<file path="src/logic/sbs_pkg.sv">
package sbs_pkg;
   // Register addresses on the plain register port
   localparam logic [2:0] ADDR_CTRL1 = 3'h0;
   localparam logic [2:0] ADDR_CTRL2 = 3'h1;
   localparam logic [2:0] ADDR_RATE = 3'h2;
   localparam logic [2:0] ADDR_STATUS = 3'h3;
   localparam logic [2:0] ADDR_DATA = 3'h4;
   localparam logic [2:0] ADDR_IRQ_STAT = 3'h5;
   localparam logic [2:0] ADDR_IRQ_CLR = 3'h6;
   localparam logic [2:0] ADDR_IRQ_EN = 3'h7;
   // Control register one fields
   localparam int C1_RXF_IE = 7;
   localparam int C1_ENABLE = 6;
   localparam int C1_TX_IE = 5;
   localparam int C1_MASTER = 4;
   localparam int C1_SELECT_OUTPUT_ENABLE = 1;
   // Control register two fields
   localparam int C2_FAULT_EN = 4;
   localparam logic [7:0] C2_MASK = 8'h1B;
   // Rate register fields
   localparam int BR_PRE_LSB = 4;
   localparam int BR_RATE_LSB = 0;
   localparam logic [7:0] BR_MASK = 8'h77;
   // Status register fields
   localparam int ST_RXF = 7;
   localparam int ST_TXE = 5;
   localparam int ST_MODE_FAULT_FLAG = 4;
   // Event status bits: 0 byte done, 1 mode fault
   localparam int EV_DONE = 0;
   localparam int EV_FAULT = 1;
   localparam int EV_W = 2;
   // Reset values
   localparam logic [7:0] C1_RESET = 8'h04;
   localparam logic [7:0] C2_RESET = 8'h00;
   localparam logic [7:0] BR_RESET = 8'h00;
   // Half periods per byte transfer; two bit-clock half periods per bit
   localparam logic [4:0] HALF_EDGES = 5'h10;

   typedef struct packed {
      logic [2:0] addr;
      logic [7:0] wdata;
      logic wr;
      logic rd;
   } sbs_bus_t;

   typedef enum logic [1:0] {
      SH_IDLE = 2'b01,
      SH_BUSY = 2'b10
   } sbs_shift_t;
endpackage

</file>
<file path="src/logic/sbs_core.sv">
module sbs_core (
   input wire logic clk_in,
   input wire logic nrst_in,
   input wire sbs_pkg::sbs_bus_t bus_in,
   input wire logic miso_in,
   input wire logic ss_n_in,
   output logic [7:0] rdata_out,
   output logic sck_out,
   output logic mosi_out,
   output logic irq_tx_out,
   output logic irq_rx_out,
   output logic irq_out
);
   import sbs_pkg::*;

   logic [7:0] ctrl1_q, ctrl2_q, rate_q;
   logic [7:0] txbuf_q, shift_q, rxbuf_q;
   logic txfull_q;
   logic rxf_q, txe_q, mode_fault_flag_q;
   logic arm_rxf_q, arm_txe_q, arm_mode_fault_flag_q;
   logic [EV_W-1:0] ev_stat_q, ev_en_q;
   sbs_shift_t state_q;
   logic [2:0] pre_cnt_q;
   logic [7:0] div_cnt_q;
   logic [4:0] edge_cnt_q;
   logic sck_q, mosi_q;
   logic [1:0] miso_sync_q, ss_sync_q;
   logic [7:0] rdata_q;
   logic irq_tx_q, irq_rx_q, irq_q;

   logic enabled, master, fault_mode, pre_tick, bit_tick, done, load, data_wr, fault;
   logic [7:0] div_max;

   assign enabled = ctrl1_q[C1_ENABLE];
   assign master = ctrl1_q[C1_MASTER];
   assign fault_mode = master && ctrl2_q[C2_FAULT_EN] && !ctrl1_q[C1_SELECT_OUTPUT_ENABLE];
   assign fault = enabled && fault_mode && !ss_sync_q[1];

   // Pin inputs pass two flops before use
   always_ff @(posedge clk_in or negedge nrst_in) begin
      if (!nrst_in) begin
         miso_sync_q <= 2'h0;
         ss_sync_q <= 2'h3;
      end else begin
         miso_sync_q <= {miso_sync_q[0], miso_in};
         ss_sync_q <= {ss_sync_q[0], ss_n_in};
      end
   end

   // Plain register writes; status writes fall through unused
   always_ff @(posedge clk_in or negedge nrst_in) begin
      if (!nrst_in) begin
         ctrl1_q <= C1_RESET;
         ctrl2_q <= C2_RESET;
         rate_q <= BR_RESET;
         ev_en_q <= '0;
      end else if (bus_in.wr) begin
         unique case (bus_in.addr)
            ADDR_CTRL1: ctrl1_q <= bus_in.wdata;
            ADDR_CTRL2: ctrl2_q <= bus_in.wdata & C2_MASK;
            ADDR_RATE: rate_q <= bus_in.wdata & BR_MASK;
            ADDR_IRQ_EN: ev_en_q <= bus_in.wdata[EV_W-1:0];
            default: ;
         endcase
      end
   end

   // Prescaler: counts to field value, so divide is field plus one
   always_ff @(posedge clk_in or negedge nrst_in) begin
      if (!nrst_in) begin
         pre_cnt_q <= 3'h0;
      end else if (state_q != SH_BUSY || pre_tick) begin
         pre_cnt_q <= 3'h0;
      end else begin
         pre_cnt_q <= pre_cnt_q + 3'h1;
      end
   end
   assign pre_tick = (state_q == SH_BUSY) && (pre_cnt_q == rate_q[BR_PRE_LSB +: 3]);

   // Rate divider: a tick every half period toggles the bit clock
   assign div_max = 8'((8'h01 << rate_q[BR_RATE_LSB +: 3]) - 8'h01);
   assign bit_tick = pre_tick && (div_cnt_q == div_max);
   always_ff @(posedge clk_in or negedge nrst_in) begin
      if (!nrst_in) begin
         div_cnt_q <= 8'h00;
      end else if (state_q != SH_BUSY || bit_tick) begin
         div_cnt_q <= 8'h00;
      end else if (pre_tick) begin
         div_cnt_q <= div_cnt_q + 8'h01;
      end
   end

   // Data write allowed only after an armed status read
   assign data_wr = bus_in.wr && bus_in.addr == ADDR_DATA && arm_txe_q && enabled;
   assign done = bit_tick && edge_cnt_q == HALF_EDGES - 5'h01;
   assign load = enabled && master && (txfull_q || data_wr) &&
                 (state_q == SH_IDLE || done);

   // Shifter state; bit clock only starts in master mode
   always_ff @(posedge clk_in or negedge nrst_in) begin
      if (!nrst_in) begin
         state_q <= SH_IDLE;
         edge_cnt_q <= 5'h00;
         shift_q <= 8'h00;
         sck_q <= 1'b0;
         mosi_q <= 1'b0;
      end else if (!enabled || fault) begin
         state_q <= SH_IDLE;
         edge_cnt_q <= 5'h00;
         sck_q <= 1'b0;
      end else if (load) begin
         state_q <= SH_BUSY;
         edge_cnt_q <= 5'h00;
         shift_q <= txfull_q ? txbuf_q : bus_in.wdata;
         mosi_q <= txfull_q ? txbuf_q[7] : bus_in.wdata[7];
         sck_q <= 1'b0;
      end else if (done) begin
         state_q <= SH_IDLE;
         sck_q <= 1'b0;
      end else if (bit_tick) begin
         sck_q <= ~sck_q;
         edge_cnt_q <= edge_cnt_q + 5'h01;
         if (!sck_q) begin
            shift_q <= {shift_q[6:0], miso_sync_q[1]};
         end else begin
            mosi_q <= shift_q[7];
         end
      end
   end

   // Transmit buffer; queued when shifter busy
   always_ff @(posedge clk_in or negedge nrst_in) begin
      if (!nrst_in) begin
         txfull_q <= 1'b0;
         txbuf_q <= 8'h00;
      end else if (!enabled) begin
         txfull_q <= 1'b0;
      end else if (data_wr && !load) begin
         txfull_q <= 1'b1;
         txbuf_q <= bus_in.wdata;
      end else if (load && txfull_q) begin
         txfull_q <= data_wr;
         txbuf_q <= bus_in.wdata;
      end
   end

   // Receive buffer; an unread byte is overwritten silently
   always_ff @(posedge clk_in or negedge nrst_in) begin
      if (!nrst_in) begin
         rxbuf_q <= 8'h00;
      end else if (done) begin
         rxbuf_q <= shift_q;
      end
   end

   // Armed bits for the read-then-access clear sequences
   always_ff @(posedge clk_in or negedge nrst_in) begin
      if (!nrst_in) begin
         arm_rxf_q <= 1'b0;
         arm_txe_q <= 1'b0;
         arm_mode_fault_flag_q <= 1'b0;
      end else if (bus_in.rd && bus_in.addr == ADDR_STATUS) begin
         arm_rxf_q <= rxf_q;
         arm_txe_q <= txe_q;
         arm_mode_fault_flag_q <= mode_fault_flag_q;
      end else begin
         if (bus_in.rd && bus_in.addr == ADDR_DATA) begin
            arm_rxf_q <= 1'b0;
         end
         if (bus_in.wr && bus_in.addr == ADDR_DATA) begin
            arm_txe_q <= 1'b0;
         end
         if (bus_in.wr && bus_in.addr == ADDR_CTRL1) begin
            arm_mode_fault_flag_q <= 1'b0;
         end
      end
   end

   // Receive-full: set wins over the clearing read
   always_ff @(posedge clk_in or negedge nrst_in) begin
      if (!nrst_in) begin
         rxf_q <= 1'b0;
      end else if (!enabled) begin
         rxf_q <= 1'b0;
      end else if (done) begin
         rxf_q <= 1'b1;
      end else if (bus_in.rd && bus_in.addr == ADDR_DATA && arm_rxf_q) begin
         rxf_q <= 1'b0;
      end
   end

   // Transmit-empty: tracks room in the buffer after this cycle
   always_ff @(posedge clk_in or negedge nrst_in) begin
      if (!nrst_in) begin
         txe_q <= 1'b1;
      end else if (!enabled) begin
         txe_q <= 1'b1;
      end else if (load && !(txfull_q && data_wr)) begin
         txe_q <= 1'b1;
      end else if (data_wr) begin
         txe_q <= 1'b0;
      end
   end

   // Mode fault: set wins over the control write clear
   always_ff @(posedge clk_in or negedge nrst_in) begin
      if (!nrst_in) begin
         mode_fault_flag_q <= 1'b0;
      end else if (fault) begin
         mode_fault_flag_q <= 1'b1;
      end else if (bus_in.wr && bus_in.addr == ADDR_CTRL1 && arm_mode_fault_flag_q) begin
         mode_fault_flag_q <= 1'b0;
      end
   end

   // Sticky event bits, one flop per event; set wins over the write-one clear
   for (genvar i = 0; i < EV_W; i++) begin : g_ev
      always_ff @(posedge clk_in or negedge nrst_in) begin
         if (!nrst_in) begin
            ev_stat_q[i] <= 1'b0;
         end else if ((i == EV_DONE && done) || (i == EV_FAULT && fault)) begin
            ev_stat_q[i] <= 1'b1;
         end else if (bus_in.wr && bus_in.addr == ADDR_IRQ_CLR && bus_in.wdata[i]) begin
            ev_stat_q[i] <= 1'b0;
         end
      end
   end

   // Interrupt outputs, registered
   always_ff @(posedge clk_in or negedge nrst_in) begin
      if (!nrst_in) begin
         irq_tx_q <= 1'b0;
         irq_rx_q <= 1'b0;
         irq_q <= 1'b0;
      end else begin
         irq_tx_q <= txe_q && ctrl1_q[C1_TX_IE];
         irq_rx_q <= (rxf_q || mode_fault_flag_q) && ctrl1_q[C1_RXF_IE];
         irq_q <= |(ev_stat_q & ev_en_q);
      end
   end

   // Read data, valid the cycle after the strobe
   always_ff @(posedge clk_in or negedge nrst_in) begin
      if (!nrst_in) begin
         rdata_q <= 8'h00;
      end else if (bus_in.rd) begin
         unique case (bus_in.addr)
            ADDR_CTRL1: rdata_q <= ctrl1_q;
            ADDR_CTRL2: rdata_q <= ctrl2_q;
            ADDR_RATE: rdata_q <= rate_q;
            ADDR_STATUS: rdata_q <= {rxf_q, 1'b0, txe_q, mode_fault_flag_q, 4'h0};
            ADDR_DATA: rdata_q <= rxbuf_q;
            ADDR_IRQ_STAT: rdata_q <= {6'h00, ev_stat_q};
            ADDR_IRQ_EN: rdata_q <= {6'h00, ev_en_q};
            default: rdata_q <= 8'h00;
         endcase
      end else begin
         rdata_q <= 8'h00;
      end
   end

   assign rdata_out = rdata_q;
   assign sck_out = sck_q;
   assign mosi_out = mosi_q;
   assign irq_tx_out = irq_tx_q;
   assign irq_rx_out = irq_rx_q;
   assign irq_out = irq_q;
endmodule

</file>
<file path="config.mk">
export PLATFORM = sky130hd
export DESIGN_NAME = sbs_core
export DESIGN_NICKNAME = d
export VERILOG_FILES = /design/src/logic/sbs_pkg.sv /design/src/logic/sbs_core.sv
export SDC_FILE = /design/constraint.sdc
export NUM_CORES = 1
export LEC_CHECK = 0
export BUFFER_PORTS_ARGS = -buffer_cell sky130_fd_sc_hd__buf_4
export CAP_MARGIN = 40
export CORE_ASPECT_RATIO = 1.75
export CORE_MARGIN = 5
export CORE_UTILIZATION = 60
export CTS_CLUSTER_DIAMETER = 120
export DETAILED_ROUTE_END_ITERATION = 6
export HOLD_SLACK_MARGIN = 0.08
export PLACE_DENSITY = 0.79
export SLEW_MARGIN = 20
export SYNTH_ARGS = -nofsm -noshare
export SYNTH_HDL_FRONTEND = slang
export SYNTH_SLANG_ARGS = --single-unit
</file>
<file path="constraint.sdc">
create_clock -name clk_in -period 3.05 [get_ports clk_in]
set_input_delay 0 -clock clk_in [delete_from_list [all_inputs] [get_ports clk_in]]
set_output_delay 0 -clock clk_in [all_outputs]
set_load 0.05 [all_outputs]
</file>
==> impl_metrics.json <==
{
  "yosys.area.top_type": "dfrtp_1",
  "cp_cell_sequence": "dlygate4sd3_1 > buf_4 > nor2_1 > nand4_1 > a21oi_1 > a21oi_1 > a21o_1 > or4_1 > nand3_1",
  "fmax_mhz": 351,
  "busiest_layer": "met2",
  "synth-async-reset-ratio_pct": 100,
  "status": "completed",
  "hold_path_class": "in2async",
  "wl_per_cell_um": 17.9,
  "die_area_um2": 9380,
  "die_x_um": 75.4,
  "arrival_ns": 3.12,
  "power_mw": 3.11,
  "synth.avg_cell_area_um2": 9.69,
  "gp_congestion": 0.862,
  "relSlewSlack_pct": 46.6,
  "cts_tree": "yes",
  "numCtsBuffers": 9,
  "setup_viol": 0,
  "drc": 0,
  "synthTopCellsByArea": "dfrtp_1, mux2_2, nand2_1, nor2_1, dfstp_2",
  "max_stage_delay_ns": 0.62,
  "wirelength_um": 10800,
  "first_global_vias": 3831,
  "seq_area_frac_synth_pct": 49.2,
  "synth_cell_type_count": 55,
  "drt-initial-drc-count": 181,
  "crit_path_frequent_cell": "a21oi_1",
  "timing.hold.ws_ns": 0.133,
  "area_growth_pct": 18.2,
  "grt_overflow": 0,
  "cts_setup_buffers": 0,
  "numPlacedInstances": 570,
  "num_rows": 41,
  "cts_root_buf": "clkbuf_16",
  "viasPerCell": 6.21,
  "ant_nets": 0,
  "layout.nets": 532,
  "vias": 3739,
  "critical_path_required_ns": 3.33,
  "io_pins": 30,
  "dr.pass1.iters": 7,
  "critPathSlowestCell": "a21oi_1",
  "synth_edf_count": 0,
  "cts_hold_buf": 15,
  "vdd_drop_max_mv": 0.415,
  "p_leak_nw": 2.41,
  "htree_levels": 3,
  "io_buffers": 29,
  "dp_hpwl_um": 7790,
  "syn_nets": 484,
  "hold_viol_final": 0,
  "cts_sinks": 88,
  "clockBufferDepth": 2,
  "finalNonFillerCells": 602,
  "final_area_um2": 5300,
  "dpl_cell_area_um2": 4850,
  "ys.flop_type": "dfrtp_1",
  "crit_path_max_fanout": 22,
  "clk_latency_ns": 0.34,
  "reg2reg_from": "rate_q[2]",
  "synth_top_cell_area_share_pct": 46.3,
  "crit_start": "bus_in[11]",
  "end_kind": "flop",
  "cts_resized": 0,
  "min_period_over_period_pct": 93.3,
  "tightest_slew_ns": 0.798,
  "core_um2": 7230,
  "maxCapViolations": 0,
  "use_met3_pct": 4.36,
  "grt_max_degree": 61,
  "synth_cells": 463,
  "setup_tns_ns": 0,
  "initial_core_util_pct": 62.0,
  "synth_area_um2": 4490,
  "grt_use_met1_pct": 30.9,
  "grt_usage_pct": 25.3,
  "start_kind": "primary input",
  "drive_gt1_share_pct": 19.2,
  "die_h_um": 124,
  "rsz0062_at_grt": "false",
  "grtUsageMet2_pct": 41.8,
  "worstSetupPathType": "in2reg",
  "grt_pass1_wl_um": 18400,
  "num_antenna_cells": 0,
  "pwr_density_cell_nw_per_um2": 587,
  "antenna_found_initial": 0,
  "synth-seq-cells": 88,
  "min_period_ns": 2.85,
  "final_max_slew_viol_count": 0,
  "finalClockSkew_ns": 0.00707,
  "yosysWarnings": 0,
  "nFillCells": 520,
  "clkTransAtPathRegs_ns": 0.06
}
-- layout make-up --
cell class	instances	area, um2	share of cell area [%]
clock buffers	11	243	4.58
clock inverters	5	56.3	1.06
inverters	7	26.3	0.495
multi-input cells	347	2170	41.0
flip-flops and latches	88	2210	41.6
well taps	86	108	2.03
repair buffers	58	490	9.25
-- report_power, final --
group          total, mW  internal (mW)  switching, mW
logic              0.547          0.250          0.297
registers           1.46           1.32          0.140
clock network       1.10          0.656          0.449
-- logic make-up (layout without fill, tap and decap cells) --
family,Yosys count,count (layout),synth area share [%]
AO/OA/AOI/OAI,85,85,12.7
XOR/XNOR,12,12,2.34
flip-flops,88,88,49.2
AND/OR/NAND/NOR,205,205,22.3
buffers and inverters,28,81,2.37
adder cells (fa/ha/maj),5,5,1.34
multiplexers,40,40,9.79
-- synthesized netlist by cell type, types with 4 or more instances --
library cell and n:
o21ai_0 18, nand2b_1 6, clkbuf_1 17, nor3_1 23, ha_1 4, and3_1 6
xnor2_1 5, dfstp_2 5, mux2i_1 9, dfrtp_1 83, xor2_1 7, nor2_1 44
o22ai_1 4, a21oi_1 22, nor2b_1 7, inv_1 6, nor4_1 7, o22a_1 8
a31oi_1 5, nor3b_1 4, nand4_1 7, nand3_1 20, nand2_1 64, a21o_1 7
mux2_2 31
-- layout by cell type, fill, tap and decap left out, types with 7 or more instances in the layout --
master / count
xor2_1: 7
a21o_1: 7
clkbuf_16: 9
nor2_1: 44
mux2i_1: 9
nand3_1: 20
o21ai_0: 18
o22a_1: 8
nand2_1: 64
a21oi_1: 22
nand4_1: 7
mux2_2: 31
dfrtp_1: 83
buf_4: 41
nor4_1: 7
nor2b_1: 7
dlygate4sd3_1: 15
nor3_1: 23
-- sequential cells by signal, summed over array words and instances (netlist names), 2 cells and up --
signal / flops
miso_sync_q: 2
rate_q: 6
ctrl2_q: 4
ev_stat_q: 2
ss_sync_q: 2
state_q: 2
rdata_out: 8
ev_en_q: 2
ctrl1_q: 8
pre_cnt_q: 3
div_cnt_q: 8
rxbuf_q: 8
txbuf_q: 8
edge_cnt_q: 5
shift_q: 8
-- per-stage QoR --
| step | setup slack (ns) | utilization, % |
|---|---|---|
| 4_1_cts | 0.252 | 73.3 |
| 6_report | 0.204 | 73.3 |
| 3_3_place_gp | 0.431 | 66.7 |
| 2_1_floorplan | 0.520 | - |
| 3_5_place_dp | 0.370 | 67.0 |
| 5_1_grt | 0.0978 | 73.3 |
-- worst max-delay path: cells and delay by family --
| family | cells | cell delay, ns |
|---|---|---|
| and+or+nand+nor | 4 | 1.32 |
| AOI/OAI and AO/OA | 3 | 1.04 |
| buffers and inverters | 2 | 0.75 |
-- routing by layer --
metal / part of all wire (%) / vias to the layer above
met5: 0 / -
met4: 3.2 / 0
met3: 4.6 / 28
met2: 54 / 108
met1: 39 / 1845
li1: - / 1758
-- worst paths after layout --
| path | endpoint | slack, ns | cells past startpoint |
|---|---|---|---|
| worst max-delay path | edge_cnt_q[2] | 0.20 | 9 |
| worst min-delay path | pre_cnt_q[0] | 0.13 | 2 |
| worst max register to register | txbuf_q[2] | 0.36 | 6 |
| worst min register to register | ss_sync_q[1] | 0.36 | 0 |
| max in group asynchronous | ss_sync_q[1] | 2.25 | 3 |
| min in group clk_in | rdata_out[0] | 0.13 | 3 |
(Power assumes the default switching activity.)
